File: src/ldps_ramp.sv
// Shared constants of the laser driver protection sequencer and its soft-start ramp.
`default_nettype none

// ==========================================================================
// Package
package ldps_pkg;
  // Clock and soft-start timing.
  localparam int CLK_PERIOD_NS   = 10;
  localparam int SOFT_START_US   = 400;
  localparam int SOFT_START_CYC  = SOFT_START_US * 1000 / CLK_PERIOD_NS;
  localparam int RAMP_STEPS      = 256;
  // Register byte offsets and decoded indices.
  localparam int          AXI_AW   = 5;
  localparam logic [4:0]  OFF_CTRL = 5'h00;
  localparam logic [4:0]  OFF_ISET = 5'h04;
  localparam logic [4:0]  OFF_TLIM = 5'h08;
  localparam logic [4:0]  OFF_STAT = 5'h0C;
  localparam logic [4:0]  OFF_TEMP = 5'h10;
  localparam logic [2:0]  IDX_CTRL = 3'h0;
  localparam logic [2:0]  IDX_ISET = 3'h1;
  localparam logic [2:0]  IDX_TLIM = 3'h2;
  localparam logic [2:0]  IDX_STAT = 3'h3;
  localparam logic [2:0]  IDX_TEMP = 3'h4;
  localparam logic [2:0]  IDX_NONE = 3'h7;
  // Control register fields.
  localparam int CTRL_INT_EN   = 0;
  localparam int CTRL_SW_START = 1;
  localparam int CTRL_DENY_ILK = 2;
  localparam int CTRL_INT_ISET = 3;
  // Status register fields.
  localparam int STAT_REG_ON   = 0;
  localparam int STAT_RAMPING  = 1;
  localparam int STAT_OC_FAULT = 2;
  localparam int STAT_OT_STOP  = 3;
  localparam int STAT_WARN     = 4;
  localparam int STAT_NTC_BLK  = 5;
  localparam int STAT_ILK_OPEN = 6;
  localparam int STAT_EN_EFF   = 7;
  localparam int STAT_STATE    = 8;
  // Reset values.
  localparam logic [3:0]  CTRL_RST = 4'h0;
  localparam logic [15:0] ISET_RST = 16'h0000;
  localparam logic [7:0]  TLO_RST  = 8'h00;
  localparam logic [7:0]  THI_RST  = 8'hFF;
  // Board temperature thresholds in whole degrees C: 60, 58, 80.
  localparam logic [7:0]  WARN_SET_C = 8'h3C;
  localparam logic [7:0]  RESUME_C   = 8'h3A;
  localparam logic [7:0]  STOP_C     = 8'h50;
  // Bus responses.
  localparam logic [1:0]  RESP_OKAY   = 2'h0;
  localparam logic [1:0]  RESP_SLVERR = 2'h2;
  // Sequencer states.
  typedef enum logic [3:0] {
    ST_OFF  = 4'h1,
    ST_RAMP = 4'h2,
    ST_ON   = 4'h4,
    ST_TRIP = 4'h8
  } ldps_state_e;
endpackage

// ==========================================================================
// Soft-start ramp
module ldps_ramp #(
  parameter int TICK_CYC = 156
) (
  input  wire logic        aclk,
  input  wire logic        aresetn,
  input  wire logic        run,
  input  wire logic [15:0] target,
  output var  logic [15:0] level,
  output var  logic        done
);
  typedef struct packed {
    logic [15:0] cnt;
    logic [8:0]  frac;
    logic [15:0] level;
    logic        done;
  } ldps_ramp_s;

  ldps_ramp_s r_r;
  ldps_ramp_s r_nxt;
  logic [24:0] prod;

  // Steps the fraction from 0 to 1 and scales the target by it; stop drops to zero.
  always_comb begin
    r_nxt = r_r;
    prod  = 25'h0000000;
    if (!run) begin
      r_nxt = '0;
    end else begin
      if (r_r.cnt == 16'(TICK_CYC - 1)) begin
        r_nxt.cnt = 16'h0000;
        if (r_r.frac != 9'(ldps_pkg::RAMP_STEPS)) begin
          r_nxt.frac = r_r.frac + 9'h001;
        end
      end else begin
        r_nxt.cnt = r_r.cnt + 16'h0001;
      end
      prod        = 25'(target * r_r.frac);
      r_nxt.level = prod[23:8];
      r_nxt.done  = (r_r.frac == 9'(ldps_pkg::RAMP_STEPS));
    end
  end

  // Registers the ramp state.
  always_ff @(posedge aclk) begin
    if (!aresetn) begin
      r_r <= '0;
    end else begin
      r_r <= r_nxt;
    end
  end

  assign level = r_r.level;
  assign done  = r_r.done;
endmodule

`default_nettype wire

File: src/ldps_top.sv
// Protection sequencer of a constant-current laser driver with an AXI4-Lite register port.
`default_nettype none

module ldps_top #(
  parameter int SOFT_START_CYC = ldps_pkg::SOFT_START_CYC
) (
  input  wire logic        aclk,
  input  wire logic        aresetn,
  input  wire logic [4:0]  awaddr,
  input  wire logic        awvalid,
  output var  logic        awready,
  input  wire logic [31:0] wdata,
  input  wire logic [3:0]  wstrb,
  input  wire logic        wvalid,
  output var  logic        wready,
  output var  logic [1:0]  bresp,
  output var  logic        bvalid,
  input  wire logic        bready,
  input  wire logic [4:0]  araddr,
  input  wire logic        arvalid,
  output var  logic        arready,
  output var  logic [31:0] rdata,
  output var  logic [1:0]  rresp,
  output var  logic        rvalid,
  input  wire logic        rready,
  input  wire logic        enable_pin,
  input  wire logic        interlock_pin,
  input  wire logic        overcurrent_pin,
  input  wire logic [7:0]  board_temp,
  input  wire logic [7:0]  thermistor_temp,
  input  wire logic [15:0] analog_iset,
  output var  logic [15:0] drive_level,
  output var  logic        regulation_on,
  output var  logic        crowbar_status,
  output var  logic        overtemp_warning
);

  // ========================================================================
  // State
  typedef struct packed {
    logic                en_s1;
    logic                en_s2;
    logic                ilk_s1;
    logic                ilk_s2;
    logic                oc_s1;
    logic                oc_s2;
    logic [7:0]          bt_s1;
    logic [7:0]          bt_s2;
    logic [7:0]          nt_s1;
    logic [7:0]          nt_s2;
    logic [15:0]         ai_s1;
    logic [15:0]         ai_s2;
    logic [3:0]          ctrl;
    logic [15:0]         iset;
    logic [7:0]          tlo;
    logic [7:0]          thi;
    ldps_pkg::ldps_state_e st;
    logic                oc_lat;
    logic                ot_stop;
    logic                warn;
    logic                reg_on;
    logic                crowbar;
    logic                aw_have;
    logic [4:0]          aw_addr;
    logic                w_have;
    logic [31:0]         w_data;
    logic [3:0]          w_strb;
    logic                aw_rdy;
    logic                w_rdy;
    logic                bvalid;
    logic [1:0]          bresp;
    logic                ar_rdy;
    logic                rvalid;
    logic [31:0]         rdata;
    logic [1:0]          rresp;
  } ldps_top_s;

  localparam ldps_top_s S_RST = '{
    ilk_s1: 1'b1, ilk_s2: 1'b1, st: ldps_pkg::ST_OFF,
    ctrl: ldps_pkg::CTRL_RST, iset: ldps_pkg::ISET_RST,
    tlo: ldps_pkg::TLO_RST, thi: ldps_pkg::THI_RST,
    aw_rdy: 1'b1, w_rdy: 1'b1, ar_rdy: 1'b1, default: '0};

  ldps_top_s   s_r;
  ldps_top_s   s_nxt;
  logic        en_eff;
  logic        ilk_ok;
  logic        ntc_ok;
  logic        run_req;
  logic        trip;
  logic        ramp_done;
  logic [15:0] target;
  logic [2:0]  widx;
  logic [2:0]  ridx;
  logic [31:0] stat_w;
  logic [31:0] wm;

  // ========================================================================
  // Decoding helpers
  // Maps a byte address to a register index.
  function automatic logic [2:0] reg_idx(input logic [4:0] a);
    logic [2:0] r;
    case (a)
      ldps_pkg::OFF_CTRL: r = ldps_pkg::IDX_CTRL;
      ldps_pkg::OFF_ISET: r = ldps_pkg::IDX_ISET;
      ldps_pkg::OFF_TLIM: r = ldps_pkg::IDX_TLIM;
      ldps_pkg::OFF_STAT: r = ldps_pkg::IDX_STAT;
      ldps_pkg::OFF_TEMP: r = ldps_pkg::IDX_TEMP;
      default:            r = ldps_pkg::IDX_NONE;
    endcase
    return r;
  endfunction

  // Selects the readback word of a register index.
  function automatic logic [31:0] pick(input logic [2:0] i, input ldps_top_s s,
                                       input logic [31:0] st_w);
    logic [31:0] r;
    case (i)
      ldps_pkg::IDX_CTRL: r = {28'h0000000, s.ctrl};
      ldps_pkg::IDX_ISET: r = {16'h0000, s.iset};
      ldps_pkg::IDX_TLIM: r = {16'h0000, s.thi, s.tlo};
      ldps_pkg::IDX_STAT: r = st_w;
      ldps_pkg::IDX_TEMP: r = {16'h0000, s.nt_s2, s.bt_s2};
      default:            r = 32'h00000000;
    endcase
    return r;
  endfunction

  // Merges write data into an old word under the byte strobes.
  function automatic logic [31:0] merge(input logic [31:0] o, input logic [31:0] d,
                                        input logic [3:0] b);
    logic [31:0] r;
    r = o;
    for (int k = 0; k < 4; k++) begin
      if (b[k]) begin
        r[8*k +: 8] = d[8*k +: 8];
      end
    end
    return r;
  endfunction

  // ========================================================================
  // Run conditions
  // Selects enable source, interlock and thermistor window.
  assign en_eff  = s_r.ctrl[ldps_pkg::CTRL_INT_EN] ? s_r.ctrl[ldps_pkg::CTRL_SW_START]
                                                  : s_r.en_s2;
  assign ilk_ok  = s_r.ctrl[ldps_pkg::CTRL_DENY_ILK] | ~s_r.ilk_s2;
  assign ntc_ok  = (s_r.nt_s2 >= s_r.tlo) && (s_r.nt_s2 <= s_r.thi);
  assign run_req = en_eff & ilk_ok & ntc_ok;
  assign trip    = s_r.oc_lat | s_r.ot_stop;
  assign target  = s_r.ctrl[ldps_pkg::CTRL_INT_ISET] ? s_r.iset : s_r.ai_s2;
  assign widx    = reg_idx(s_r.aw_addr);
  assign ridx    = reg_idx(araddr);

  // Gathers the live status word.
  always_comb begin
    stat_w                          = 32'h00000000;
    stat_w[ldps_pkg::STAT_REG_ON]   = s_r.reg_on;
    stat_w[ldps_pkg::STAT_RAMPING]  = (s_r.st == ldps_pkg::ST_RAMP);
    stat_w[ldps_pkg::STAT_OC_FAULT] = s_r.oc_lat;
    stat_w[ldps_pkg::STAT_OT_STOP]  = s_r.ot_stop;
    stat_w[ldps_pkg::STAT_WARN]     = s_r.warn;
    stat_w[ldps_pkg::STAT_NTC_BLK]  = ~ntc_ok;
    stat_w[ldps_pkg::STAT_ILK_OPEN] = s_r.ilk_s2;
    stat_w[ldps_pkg::STAT_EN_EFF]   = en_eff;
    stat_w[ldps_pkg::STAT_STATE +: 4] = s_r.st;
  end

  // ========================================================================
  // Next state
  always_comb begin
    s_nxt = s_r;
    wm    = merge(pick(widx, s_r, stat_w), s_r.w_data, s_r.w_strb);
    // Two-stage synchronisers for every pin input.
    s_nxt.en_s1  = enable_pin;
    s_nxt.en_s2  = s_r.en_s1;
    s_nxt.ilk_s1 = interlock_pin;
    s_nxt.ilk_s2 = s_r.ilk_s1;
    s_nxt.oc_s1  = overcurrent_pin;
    s_nxt.oc_s2  = s_r.oc_s1;
    s_nxt.bt_s1  = board_temp;
    s_nxt.bt_s2  = s_r.bt_s1;
    s_nxt.nt_s1  = thermistor_temp;
    s_nxt.nt_s2  = s_r.nt_s1;
    s_nxt.ai_s1  = analog_iset;
    s_nxt.ai_s2  = s_r.ai_s1;

    // Protection flags; the over-current latch has no clear but reset.
    s_nxt.oc_lat = s_r.oc_lat | s_r.oc_s2;
    if (s_r.bt_s2 > ldps_pkg::STOP_C) begin
      s_nxt.ot_stop = 1'b1;
    end else if (s_r.bt_s2 <= ldps_pkg::RESUME_C) begin
      s_nxt.ot_stop = 1'b0;
    end
    if (s_r.bt_s2 > ldps_pkg::WARN_SET_C) begin
      s_nxt.warn = 1'b1;
    end else if (s_r.bt_s2 < ldps_pkg::RESUME_C) begin
      s_nxt.warn = 1'b0;
    end

    // Sequencer; a trip overrides every request.
    case (s_r.st)
      ldps_pkg::ST_OFF: begin
        if (trip) begin
          s_nxt.st = ldps_pkg::ST_TRIP;
        end else if (run_req) begin
          s_nxt.st = ldps_pkg::ST_RAMP;
        end
      end
      ldps_pkg::ST_RAMP: begin
        if (trip) begin
          s_nxt.st = ldps_pkg::ST_TRIP;
        end else if (!run_req) begin
          s_nxt.st = ldps_pkg::ST_OFF;
        end else if (ramp_done) begin
          s_nxt.st = ldps_pkg::ST_ON;
        end
      end
      ldps_pkg::ST_ON: begin
        if (trip) begin
          s_nxt.st = ldps_pkg::ST_TRIP;
        end else if (!run_req) begin
          s_nxt.st = ldps_pkg::ST_OFF;
        end
      end
      ldps_pkg::ST_TRIP: begin
        if (!trip) begin
          s_nxt.st = ldps_pkg::ST_OFF;
        end
      end
      default: begin
        s_nxt.st = ldps_pkg::ST_TRIP;
      end
    endcase
    s_nxt.reg_on  = (s_nxt.st == ldps_pkg::ST_RAMP) || (s_nxt.st == ldps_pkg::ST_ON);
    s_nxt.crowbar = s_nxt.oc_lat | s_nxt.ot_stop;

    // Write channel: address and data are taken in either order.
    if (awvalid && s_r.aw_rdy) begin
      s_nxt.aw_have = 1'b1;
      s_nxt.aw_addr = awaddr;
    end
    if (wvalid && s_r.w_rdy) begin
      s_nxt.w_have = 1'b1;
      s_nxt.w_data = wdata;
      s_nxt.w_strb = wstrb;
    end
    if (s_r.bvalid && bready) begin
      s_nxt.bvalid = 1'b0;
    end
    if (s_r.aw_have && s_r.w_have && !s_r.bvalid) begin
      s_nxt.aw_have = 1'b0;
      s_nxt.w_have  = 1'b0;
      s_nxt.bvalid  = 1'b1;
      s_nxt.bresp   = ldps_pkg::RESP_OKAY;
      case (widx)
        ldps_pkg::IDX_CTRL: s_nxt.ctrl = wm[3:0];
        ldps_pkg::IDX_ISET: s_nxt.iset = wm[15:0];
        ldps_pkg::IDX_TLIM: begin
          s_nxt.tlo = wm[7:0];
          s_nxt.thi = wm[15:8];
        end
        ldps_pkg::IDX_STAT, ldps_pkg::IDX_TEMP: begin
          s_nxt.bresp = ldps_pkg::RESP_OKAY;
        end
        default: s_nxt.bresp = ldps_pkg::RESP_SLVERR;
      endcase
    end
    s_nxt.aw_rdy = !s_nxt.aw_have && !s_nxt.bvalid;
    s_nxt.w_rdy  = !s_nxt.w_have && !s_nxt.bvalid;

    // Read channel: one outstanding read, answered the next cycle.
    if (s_r.rvalid && rready) begin
      s_nxt.rvalid = 1'b0;
    end
    if (arvalid && s_r.ar_rdy) begin
      s_nxt.rvalid = 1'b1;
      s_nxt.rdata  = pick(ridx, s_r, stat_w);
      s_nxt.rresp  = (ridx == ldps_pkg::IDX_NONE) ? ldps_pkg::RESP_SLVERR
                                                  : ldps_pkg::RESP_OKAY;
    end
    s_nxt.ar_rdy = !s_nxt.rvalid;
  end

  // Registers the whole state; reset is the power-up default.
  always_ff @(posedge aclk) begin
    if (!aresetn) begin
      s_r <= S_RST;
    end else begin
      s_r <= s_nxt;
    end
  end

  // ========================================================================
  // Soft-start ramp
  ldps_ramp #(
    .TICK_CYC (SOFT_START_CYC / ldps_pkg::RAMP_STEPS)
  ) u_ramp (
    .aclk    (aclk),
    .aresetn (aresetn),
    .run     (s_r.reg_on),
    .target  (target),
    .level   (drive_level),
    .done    (ramp_done)
  );

  // Output assignments from registers.
  assign awready          = s_r.aw_rdy;
  assign wready           = s_r.w_rdy;
  assign bvalid           = s_r.bvalid;
  assign bresp            = s_r.bresp;
  assign arready          = s_r.ar_rdy;
  assign rvalid           = s_r.rvalid;
  assign rdata            = s_r.rdata;
  assign rresp            = s_r.rresp;
  assign regulation_on    = s_r.reg_on;
  assign crowbar_status   = s_r.crowbar;
  assign overtemp_warning = s_r.warn;
endmodule

`default_nettype wire

File: config.mk
export PLATFORM = sky130hd
export DESIGN_NAME = ldps_top
export DESIGN_NICKNAME = d
export VERILOG_FILES = /design/src/ldps_ramp.sv /design/src/ldps_top.sv
export SDC_FILE = /design/constraint.sdc
export NUM_CORES = 1
export LEC_CHECK = 0
export ABC_CLOCK_PERIOD_IN_PS = 11800
export BUFFER_PORTS_ARGS = -buffer_cell sky130_fd_sc_hd__buf_2
export CELL_PAD_IN_SITES_DETAIL_PLACEMENT = 1
export CELL_PAD_IN_SITES_GLOBAL_PLACEMENT = 2
export CORE_MARGIN = 1.5
export CORE_UTILIZATION = 40
export DETAILED_ROUTE_END_ITERATION = 10
export PLACE_DENSITY = 0.95
export SLEW_MARGIN = 30
export SYNTH_ARGS = -nofsm -noshare
export SYNTH_HDL_FRONTEND = slang
export SYNTH_SLANG_ARGS = --single-unit
File: constraint.sdc
create_clock -name aclk -period 11.8 [get_ports aclk]
set_input_delay 2.36 -clock aclk [delete_from_list [all_inputs] [get_ports aclk]]
set_output_delay 2.36 -clock aclk [all_outputs]
set_load 0.005 [all_outputs]
# --- Word level (Yosys, flattened, before mapping) ---
# Cells that the tools add are included.
classes:
  reduce_logical: 28
  eq_ne: 26
  n_bitwise: 10
  n_addsub: 2
  n_mux: 31
  order_cmp: 6
  mul: 1
ops:
  columns: ["op", "count"]
  rows:
  - ["$pmux 16 s5", 1]
  - ["$mux 37", 1]
  - ["$mux 35", 1]
  - ["$mux 4", 8]
  - ["$pmux 16 s2", 1]
  - ["$pmux 3 s5", 2]
  - ["$mul 16x9->24", 1]
  - ["$eq 5x4->1 const B", 4]
  - ["$add 16x1->16 const B", 1]
  - ["$eq 16x8->1 const B", 1]
  - ["$mux 16", 1]
  - ["$mux 8", 2]
  - ["$pmux 4 s4", 1]
  - ["$eq 3x2->1 const B", 4]
  - ["$eq 5x3->1 const B", 2]
  - ["$eq 5x5->1 const B", 2]
  - ["$logic_and 1x1->1", 10]
  - ["$logic_not 5->1", 2]
  - ["$reduce_and 2->1", 5]
  - ["$add 9x1->9 const B", 1]
  - ["$eq 3x3->1 const B", 3]
  - ["$eq 9x9->1 const B", 1]
  - ["$mux 1", 9]
  - ["$ne 9x9->1 const B", 1]
  - ["23 further kinds", 39]
word_totals:
  word_cells: 143
  regBits: 241

# --- Depth between registers and ports, before layout ---
# Gate-level depths: netlist (run 1).
logic_depth:
  word_depth: 9
  depth_mapped: 19
  mapped_depth_nobuf: 17

# --- Cells and area by module ---
# Synthesis (run 1) repeated with hierarchy kept, for this count alone.
hier_totals:
  cells_unflattened: 1423
  area_unflattened_um2: 12869.8
by_module_without_submodules:
  columns: ["module", "area_per_inst_um2", "instances", "cells_per_inst"]
  rows:
  - ["ldps_top", 6764.0, 1, 716]
  - ["ldps_ramp", 6105.9, 1, 707]

# --- Worst setup path before layout (run 1) ---
# OpenSTA, ideal clock, no wires.
synth_path:
  kind: "register to register"
  startpoint: "register s_r[128] (netlist bit)"
  endpoint: "register u_ramp.r_r, in the netlist u_ramp.level[13]"
  setup_time_ns: 0.119
  path_stages_with_launch: 20
  path_slack_ns: 6.618
  arrival_time_ns: 5.062
  period_less_slack_ns: 5.182
  path_cell_list: "dfxtp_1 -> buf_2 -> buf_1 -> mux2_2 -> and2_1 -> fa_1 -> inv_1 -> fa_1 -> inv_1 -> fa_1 -> inv_1 -> fa_1 -> inv_1 -> ha_1 -> clkbuf_1 -> and3_1 -> nand2_1 -> a2111oi_2 -> o21a_1 -> nor3_1"
synth_between:
  elab_chain_len: 2
synth_lines:
  columns: ["element", "line", "rtl"]
  rows:
  - ["from (decl)", "ldps_top.sv:84", "ldps_top_s s_r;"]
  - ["from (signal assigned)", "ldps_top.sv:290", "s_r <= s_nxt;"]
  - ["$mux 16", "ldps_top.sv:151", "assign target = s_r.ctrl[ldps_pkg::CTRL_INT_ISET] ? s_r.iset : s_r.ai_s2;"]
  - ["$mul 16x9->24", "ldps_ramp.sv:99", "prod = 25'(target * r_r.frac);"]
  - ["to (signal assigned)", "ldps_ramp.sv:110", "r_r <= r_nxt;"]
  - ["to (decl)", "ldps_ramp.sv:80", "ldps_ramp_s r_r;"]
# No other way between the ends.
# A chain may end at the register's enable or synchronous reset.

# --- Worst setup path after layout (run 1) ---
layout_path:
  startpoint: "register s_r[128] (netlist bit)"
  endpoint: "register u_ramp.r_r, in the netlist u_ramp.level[14]"
# The elaborated chain is that of the path after synthesis.

==> results of run 1 <==
-- power by group --
part	switching [µW]	internal [µW]	total, µW
registers	17.8	715	733
logic	57.5	39.9	97.4
clock network	317	520	836
total	392	1270	1670
-- metrics by stage --
step	cells	total power (µW)	hold WS [ns]
after detailed placement	1907	844	0.402
after CTS	1950	1680	0.418
after floorplan	1470	809	0.386
after global routing	1950	1730	0.434
after global placement	1907	840	0.407
final	1950	1670	0.416
-- kinds of logic after synthesis --
kind of cell             count (synthesis)  synth area share (%)
other                                    1                0.0288
adder cells (fa/ha/maj)                155                  20.5
AND/OR/NAND/NOR                        558                  22.3
multiplexers                            26                  2.15
XOR/XNOR                                29                  1.95
buffers and inverters                  242                  9.14
flip-flops                             205                  31.5
AO/OA/AOI/OAI                          237                  12.5
-- layer usage --
layer | vias to the layer above | wire length, µm | track usage [%]
li1 | 4800 | - | -
met5 | - | 0 | 0
met3 | 54 | 1650 | 2.58
met2 | 254 | 17100 | 37.2
met4 | 0 | 999 | 6.10
met1 | 5087 | 15300 | 27.3
-- synth_stat cells (10+ instances only) --
cell,n,area [µm²]
sky130_fd_sc_hd__a21boi_0,29,218
sky130_fd_sc_hd__a21boi_1,21,158
sky130_fd_sc_hd__a21oi_1,45,225
sky130_fd_sc_hd__a22oi_1,32,240
sky130_fd_sc_hd__and2_1,152,951
sky130_fd_sc_hd__and3_1,10,62.6
sky130_fd_sc_hd__buf_4,57,428
sky130_fd_sc_hd__clkbuf_1,47,176
sky130_fd_sc_hd__dfxtp_1,205,4100
sky130_fd_sc_hd__fa_1,97,1940
sky130_fd_sc_hd__ha_1,58,726
sky130_fd_sc_hd__inv_1,129,484
sky130_fd_sc_hd__mux2_2,16,180
sky130_fd_sc_hd__mux2i_1,10,100
sky130_fd_sc_hd__nand2_1,211,792
sky130_fd_sc_hd__nand2b_1,14,87.6
sky130_fd_sc_hd__nand3_1,24,120
sky130_fd_sc_hd__nor2_1,56,210
sky130_fd_sc_hd__nor2b_1,22,138
sky130_fd_sc_hd__nor3_1,13,65.1
sky130_fd_sc_hd__o21ai_0,32,160
sky130_fd_sc_hd__o21ai_1,11,55.1
sky130_fd_sc_hd__xnor2_1,12,105
sky130_fd_sc_hd__xor2_1,17,149
-- final cells by class --
class                           count  area [µm²]  area share [%]
Multi-Input combinational cell   1023        7820            54.2
Clock buffer                       28         636            4.41
Tap cell                          435         544            3.77
Timing Repair Buffer              115         588            4.08
Inverter                          129         484            3.36
Clock inverter                     15         251            1.74
Sequential cell                   205        4110            28.5
-- state kept, by name, indices dropped and copies added (netlist names) --
name,count
s_r,102
s_nxt,35
u_ramp.r_r,25
rdata,16
u_ramp.level,16
arready,1
awready,1
bresp,1
bvalid,1
crowbar_status,1
overtemp_warning,1
regulation_on,1
rresp,1
rvalid,1
u_ramp.done,1
wready,1
-- layout by cell type (no fill, tap or decap), drive strengths merged, types with 16 or more instances in the layout --
| master | n |
|---|---|
| a21boi | 50 |
| a21oi | 46 |
| a22oi | 32 |
| and2 | 153 |
| buf | 115 |
| clkbuf | 28 |
| conb | 18 |
| dfxtp | 205 |
| fa | 97 |
| ha | 58 |
| inv | 131 |
| mux2 | 16 |
| nand2 | 211 |
| nand3 | 25 |
| nor2 | 56 |
| nor2b | 22 |
| o21ai | 43 |
| xor2 | 17 |
-- worst paths after layout --
| path | start | to | slack [ns] | cells past startpoint |
|---|---|---|---|---|
| worst max register to register | s_r[128] | u_ramp.level[14] | 6.15 | 16 |
| worst min register to register | s_nxt[195] | s_r[195] | 0.42 | 1 |
| worst min-delay path | s_nxt[195] | s_r[195] | 0.42 | 1 |
| worst max-delay path | s_r[128] | u_ramp.level[14] | 6.15 | 16 |
==> results.txt, run 1 <==
----------------------------------------------------
[Placement]
  Post-Place Cell Area ... between 10000 and 15000 µm²
  Post-Place Setup Slack ... roughly 5.8 ns
  Total half-perimeter wirelength after legalization and detailed placement ... roughly 26000 µm
  Global placement routability congestion ... approximately 0.9
  Buffers added on ports ... about 110

[Timing]
  Final sum of negative setup slack ... 0 ns
  Setup repair after global routing missed its margin ... no
  Fin Clk Skew ... roughly 0.014 ns
  Worst max-slew margin expressed relative to the limit ... slightly below 40%
  Part of the cycle the worst path needs ... 47.9%
  Final-report max-slew violation count ... 0
  Min cycle time layout ... 5.65 ns
  Final worst slack ... about 6.1 ns
  Actual slew at the worst max-slew pin ... around 0.9 ns
  Final Hold Viols ... 0
  Final setup violation count ... 0
  Maximum operating frequency ... between 0.15 and 0.2 GHz

[Worst setup path]
  Worst-path fanout max ... 21
  Delay of the slowest critical-path stage ... 0.68 ns
  Worst path slowest cell ... sky130_fd_sc_hd__dfxtp_2
  Cell mode on critical path ... sky130_fd_sc_hd__fa_1
  Critical path class ... reg2reg
  Worst path buffer plus inverter count ... 3
  Endpoint class of the critical path ... flop
  Worst path required time ... ~12 ns
  Startpoint type of the worst setup path ... flop
  Crit path max-delay family ... adder cells
  Crit path cell chain ... mux2i_1 > nand2b_1 > fa_1 > fa_1 > inv_1 > fa_1 > inv_1 > fa_1 > inv_1 > ha_1 > a21oi_1 > o21bai_1 > o211ai_1 > nor3b_1 > o21ai_0 > mux2i_1
  Crit path arrival time ... approximately 6.1 ns

[Finish]
  Number of filler cells placed in the layout ... about 3.7k
  Antenna diode count ... 0
  Final design utilization ... 45.4%
  NumNets Final ... 1741
  Synthesis-to-finish area growth ... 10.7%
  Post-route cell area ... between 10000 and 15000 µm²
  Share of cells above drive strength 1 ... a little over an eighth

[Drt]
  DRC violation total after the first TritonRoute iteration ... 578
  Remaining number of nets flagged by the antenna check after routing ... 0
  Total via count in the routed design ... 10.2k
  Average via count per standard cell ... between 5 and 6
  DRC ... 0
  WL per Instance ... roughly 18 µm
  Drt total wl ... about 35000 µm
  Pre-antenna DRT Iters ... 5

[CTS]
  Clock tree sinks ... approximately 210
  Number of buffers created by CTS ... 24
  Count of cells resized by post-cts repair ... 0
  H-tree lvl count ... 1
  CTS tree ... yes
  Setup Buffers After CTS ... 0
  Insertion delay to the later sink of the worst-skew pair ... approximately 0.54 ns
  Reg clk slew, reported paths ... approximately 0.06 ns
  Number of buffers inserted for hold repair after clock tree synthesis ... 0
  Clk root buf ... sky130_fd_sc_hd__clkbuf_16
  CTS Buffer Depth ... 3

[Synth]
  Synthesized flop and latch total ... between 200 and 250
  Number of enable-type register cells in the synthesized netlist ... 0
  Async set-reset flop share out of synthesis ... 0%
  Instance count of the mapped netlist ... roughly 1.5k
  Post-Syn Area per Cell ... between 8 and 9 µm²
  Synthesized area ... between 10000 and 15000 µm²
  Unique masters post-synth ... between 70 and 80
  Sequential fraction of the synthesis area ... a little under a third
  Most common flop cell mapped by yosys ... sky130_fd_sc_hd__dfxtp_1
  Total of warnings raised by yosys ... 0

[Run status]
  Run status ... complete, no violations

[Hold path]
  Hold crit path type ... reg2reg

[Run]
  Maxcap violations ... 0

[Power and ir drop]
  Worst VDD drop ... between 0.07 and 0.08 mV
  Standby leakage power ... ~0.0063 µW
  Power per Cell Area ... around 120 nW/µm²

[Floorplanning]
  Initial core utilization ... 41.0%
  Floorplan die height ... ~180 µm
  Core Footprint ... approximately 32000 µm²
  Die Outline Area ... about 34000 µm²
  Die boundary width ... roughly 180 µm
  Number of I/O pins ... between 100 and 150
  Rows ... 65

[Global route]
  Global-route wire length before repair ... between 50000 and 60000 µm
  Number of global-route vias before repair ... ~11k
  Global router's overall resource usage ... 21.2%
  Congestion Overflow GR ... 0
  Largest net degree at the start of global routing ... 94
  Number of antenna violations at the first check in global routing ... 0

----------------------------------------------------
(Power assumes the default switching activity.)
==> run 2, diff against run 1 <==
--- a/config.mk
+++ b/config.mk
@@ -5,14 +5,14 @@
 export SDC_FILE = /design/constraint.sdc
 export NUM_CORES = 1
 export LEC_CHECK = 0
-export ABC_CLOCK_PERIOD_IN_PS = 11800
+export ABC_CLOCK_PERIOD_IN_PS = 5100
 export BUFFER_PORTS_ARGS = -buffer_cell sky130_fd_sc_hd__buf_2
 export CELL_PAD_IN_SITES_DETAIL_PLACEMENT = 1
 export CELL_PAD_IN_SITES_GLOBAL_PLACEMENT = 2
 export CORE_MARGIN = 1.5
-export CORE_UTILIZATION = 40
+export CORE_UTILIZATION = 33
 export DETAILED_ROUTE_END_ITERATION = 10
-export PLACE_DENSITY = 0.95
+export PLACE_DENSITY = 0.86
 export SLEW_MARGIN = 30
 export SYNTH_ARGS = -nofsm -noshare
 export SYNTH_HDL_FRONTEND = slang
==> constraint.sdc (replaced) <==
create_clock -name aclk -period 5.1 [get_ports aclk]
set_input_delay 1.02 -clock aclk [delete_from_list [all_inputs] [get_ports aclk]]
set_output_delay 1.02 -clock aclk [all_outputs]
set_load 0.005 [all_outputs]
==> run 2 against run 1 <==
Compared with the run above: register-to-register slack lost 6.0 ns; clock power grew 120%; count of clock-buffer cells in the layout is the same; die area grew 21%; cell count grew 7.7%; worst setup slack lost 6.0 ns; largest power group unchanged.
==> results.txt, run 2 (synthesized netlist as in run 1, its figures left out) <==
----------------------------------------------------
[Worst setup path]
  Delay of the slowest critical-path stage ... 0.55 ns
  Number of cells traversed by the worst register-to-register path ... 18
  Endpoint class of the critical path ... flop
  Cell mode on critical path ... sky130_fd_sc_hd__fa_1
  Startpoint type of the worst setup path ... flop
  Worst-path fanout max ... 8
  Endpoint of the lowest-slack register-to-register path ... u_ramp.level[9]
  Crit path arrival time ... 5.40 ns
  Critical path class ... reg2reg
  Crit path cell chain ... buf_12 > mux2_4 > buf_4 > and2_1 > fa_1 > fa_1 > fa_1 > inv_1 > fa_1 > inv_2 > ha_4 > and4_4 > nand2_1 > a211o_1 > buf_6 > a211oi_4 > o21a_1 > nor3_1
  Worst path slowest cell ... sky130_fd_sc_hd__fa_1
  Worst path buffer plus inverter count ... 5
  Crit path max-delay family ... adder cells
  RR Startpoint ... s_r[128]
  Register-to-register path setup slack ... roughly 0.11 ns
  Worst path required time ... between 5 and 6 ns

[Global route]
  Global routing usage on met2 ... 30.8%
  Congestion Overflow GR ... 0
  Most used routing layer in global routing ... met2
  GR Layer Usage met3 ... about 3.2%
  Largest net degree at the start of global routing ... 86
  Met1 capacity usage during global routing ... a little under a quarter
  Number of global-route vias before repair ... ~11k
  Global-route wire length before repair ... 59700 µm
  Global router's overall resource usage ... a little under a fifth
  Number of antenna violations at the first check in global routing ... 2

[Hold path]
  Worst min-delay path endpoint ... s_r[183]
  Hold Crit Depth ... 1
  Worst Hold Launch ... s_nxt[183]
  Hold crit path type ... reg2reg

[Timing]
  Fin Clk Skew ... 0.0107 ns
  Worst max-slew margin expressed relative to the limit ... 38.4%
  Min cycle time layout ... approximately 5.0 ns
  Setup repair after global routing missed its margin ... yes
  Final setup violation count ... 0
  Part of the cycle the worst path needs ... 97.8%
  Final Hold Viols ... 0
  Final-report max-slew violation count ... 0
  Maximum operating frequency ... around 0.20 GHz
  Actual slew at the worst max-slew pin ... about 0.9 ns

[Drt]
  Remaining number of nets flagged by the antenna check after routing ... 0
  Total via count in the routed design ... between 10k and 15k
  Pre-antenna DRT Iters ... 6
  Average via count per standard cell ... between 4 and 5
  Drt total wl ... between 30000 and 40000 µm
  DRC violation total after the first TritonRoute iteration ... approximately 480
  WL per Instance ... about 18 µm
  DRC ... 0

[Finish]
  Final design utilization ... approximately 40%
  Register name with the most flops ... s_r
  Commonest non-fill, non-tap cells in the layout ... sky130_fd_sc_hd__nand2_1 (207), sky130_fd_sc_hd__dfxtp_1 (204), sky130_fd_sc_hd__and2_1 (151)
  NumNets Final ... roughly 1.8k
  Synthesis-to-finish area growth ... 17.7%
  Number of standard cells in the final layout excluding fillers ... about 2.1k
  Flip-flop count of the largest register after layout ... ~100
  Share of cells above drive strength 1 ... roughly a fifth
  Commonest non-fill, non-tap cell in the layout ... sky130_fd_sc_hd__nand2_1

[Power and ir drop]
  Standby leakage power ... around 0.0067 µW
  Worst VDD drop ... around 0.27 mV
  Power per Cell Area ... around 250 nW/µm²

[Floorplanning]
  Die Outline Area ... approximately 41000 µm²
  Initial core utilization ... approximately 34%
  Core Footprint ... slightly below 40000 µm²
  Rows ... 72
  Floorplan die height ... around 200 µm
  Number of I/O pins ... 148
  Die boundary width ... slightly above 200 µm

[CTS]
  Clk root buf ... sky130_fd_sc_hd__clkbuf_16
  H-tree lvl count ... 1
  Clock tree sinks ... around 200
  Reg clk slew, reported paths ... ~0.060 ns
  CTS tree ... yes
  Number of buffers created by CTS ... 25
  Insertion delay to the later sink of the worst-skew pair ... 0.56 ns
  CTS Buffer Depth ... 3

[Placement]
  Global placement routability congestion ... ~0.86
  Buffers added on ports ... around 110
  Cell total after placement ... 2042
  Total half-perimeter wirelength after legalization and detailed placement ... about 28000 µm

[Run]
  Maxcap violations ... 0

[Run status]
  Run status ... complete, no violations

----------------------------------------------------
run 2: cell count changes in the layout (fill, tap and decap cells not counted), moves of 7 or more:
cell,before,now
sky130_fd_sc_hd__buf_4,5,60
sky130_fd_sc_hd__mux2_4,0,12
sky130_fd_sc_hd__mux2_2,16,5
sky130_fd_sc_hd__ha_1,58,48
sky130_fd_sc_hd__a21oi_1,45,37
sky130_fd_sc_hd__a21oi_2,1,8
sky130_fd_sc_hd__ha_4,0,7
run 2: per-layer routing:
metal / routed length [µm] / share of wire [%] / up-vias
li1: - / - / 4933
met1: 16600 / 44 / 5171
met2: 17600 / 47 / 240
met3: 2130 / 5.7 / 65
met4: 1180 / 3.1 / 0
met5: 0 / 0 / -
run 2: cell type report:
type	count	area (µm²)
Clock inverter	18	204
Fill cell	4517	23500
Tap cell	518	648
Multi-Input combinational cell	1024	8120
Inverter	129	484
Sequential cell	205	4110
Antenna cell	2	5.00
Timing Repair Buffer	177	1120
Clock buffer	28	657
run 2: how the worst max path moves through the flow:
stage                  start          endpoint  depth (start not counted)
floorplan           s_r[128]  u_ramp.level[13]                         19
global route        s_r[128]  u_ramp.level[15]                         18
global placement    s_r[128]  u_ramp.level[13]                         16
finish              s_r[128]   u_ramp.level[9]                         18
CTS                 s_r[128]  u_ramp.level[15]                         17
detailed placement  s_r[128]  u_ramp.level[14]                         17
run 2: stage by stage:
step	TNS, ns	hold slack (ns)	setup WS, ns	total power [µW]	cell area (µm²)
5_1_grt	-0.149	0.444	-0.0563	3940	15300
3_5_place_dp	-0.335	0.422	-0.0915	1960	14000
2_1_floorplan	0	0.386	0.0651	1870	13100
4_1_cts	-0.0563	0.437	-0.0196	3840	14900
3_3_place_gp	-0.0918	0.399	-0.0406	1950	14000
6_report	0	0.436	0.111	3800	15300
run 2: what timing repair did:
action,CTS,global route
cloned,0,2
pin swaps,2,37
setup endpoints to repair,8,11
hold endpoints to repair,0,0
setup buffers,0,9
gates resized for setup,8,67
hold buffers,0,0
run 2: power by group:
group,total [µW],switching [µW],internal (µW)
clock network,1870,775,1090
logic,237,136,101
registers,1700,41.5,1650
total,3800,952,2850
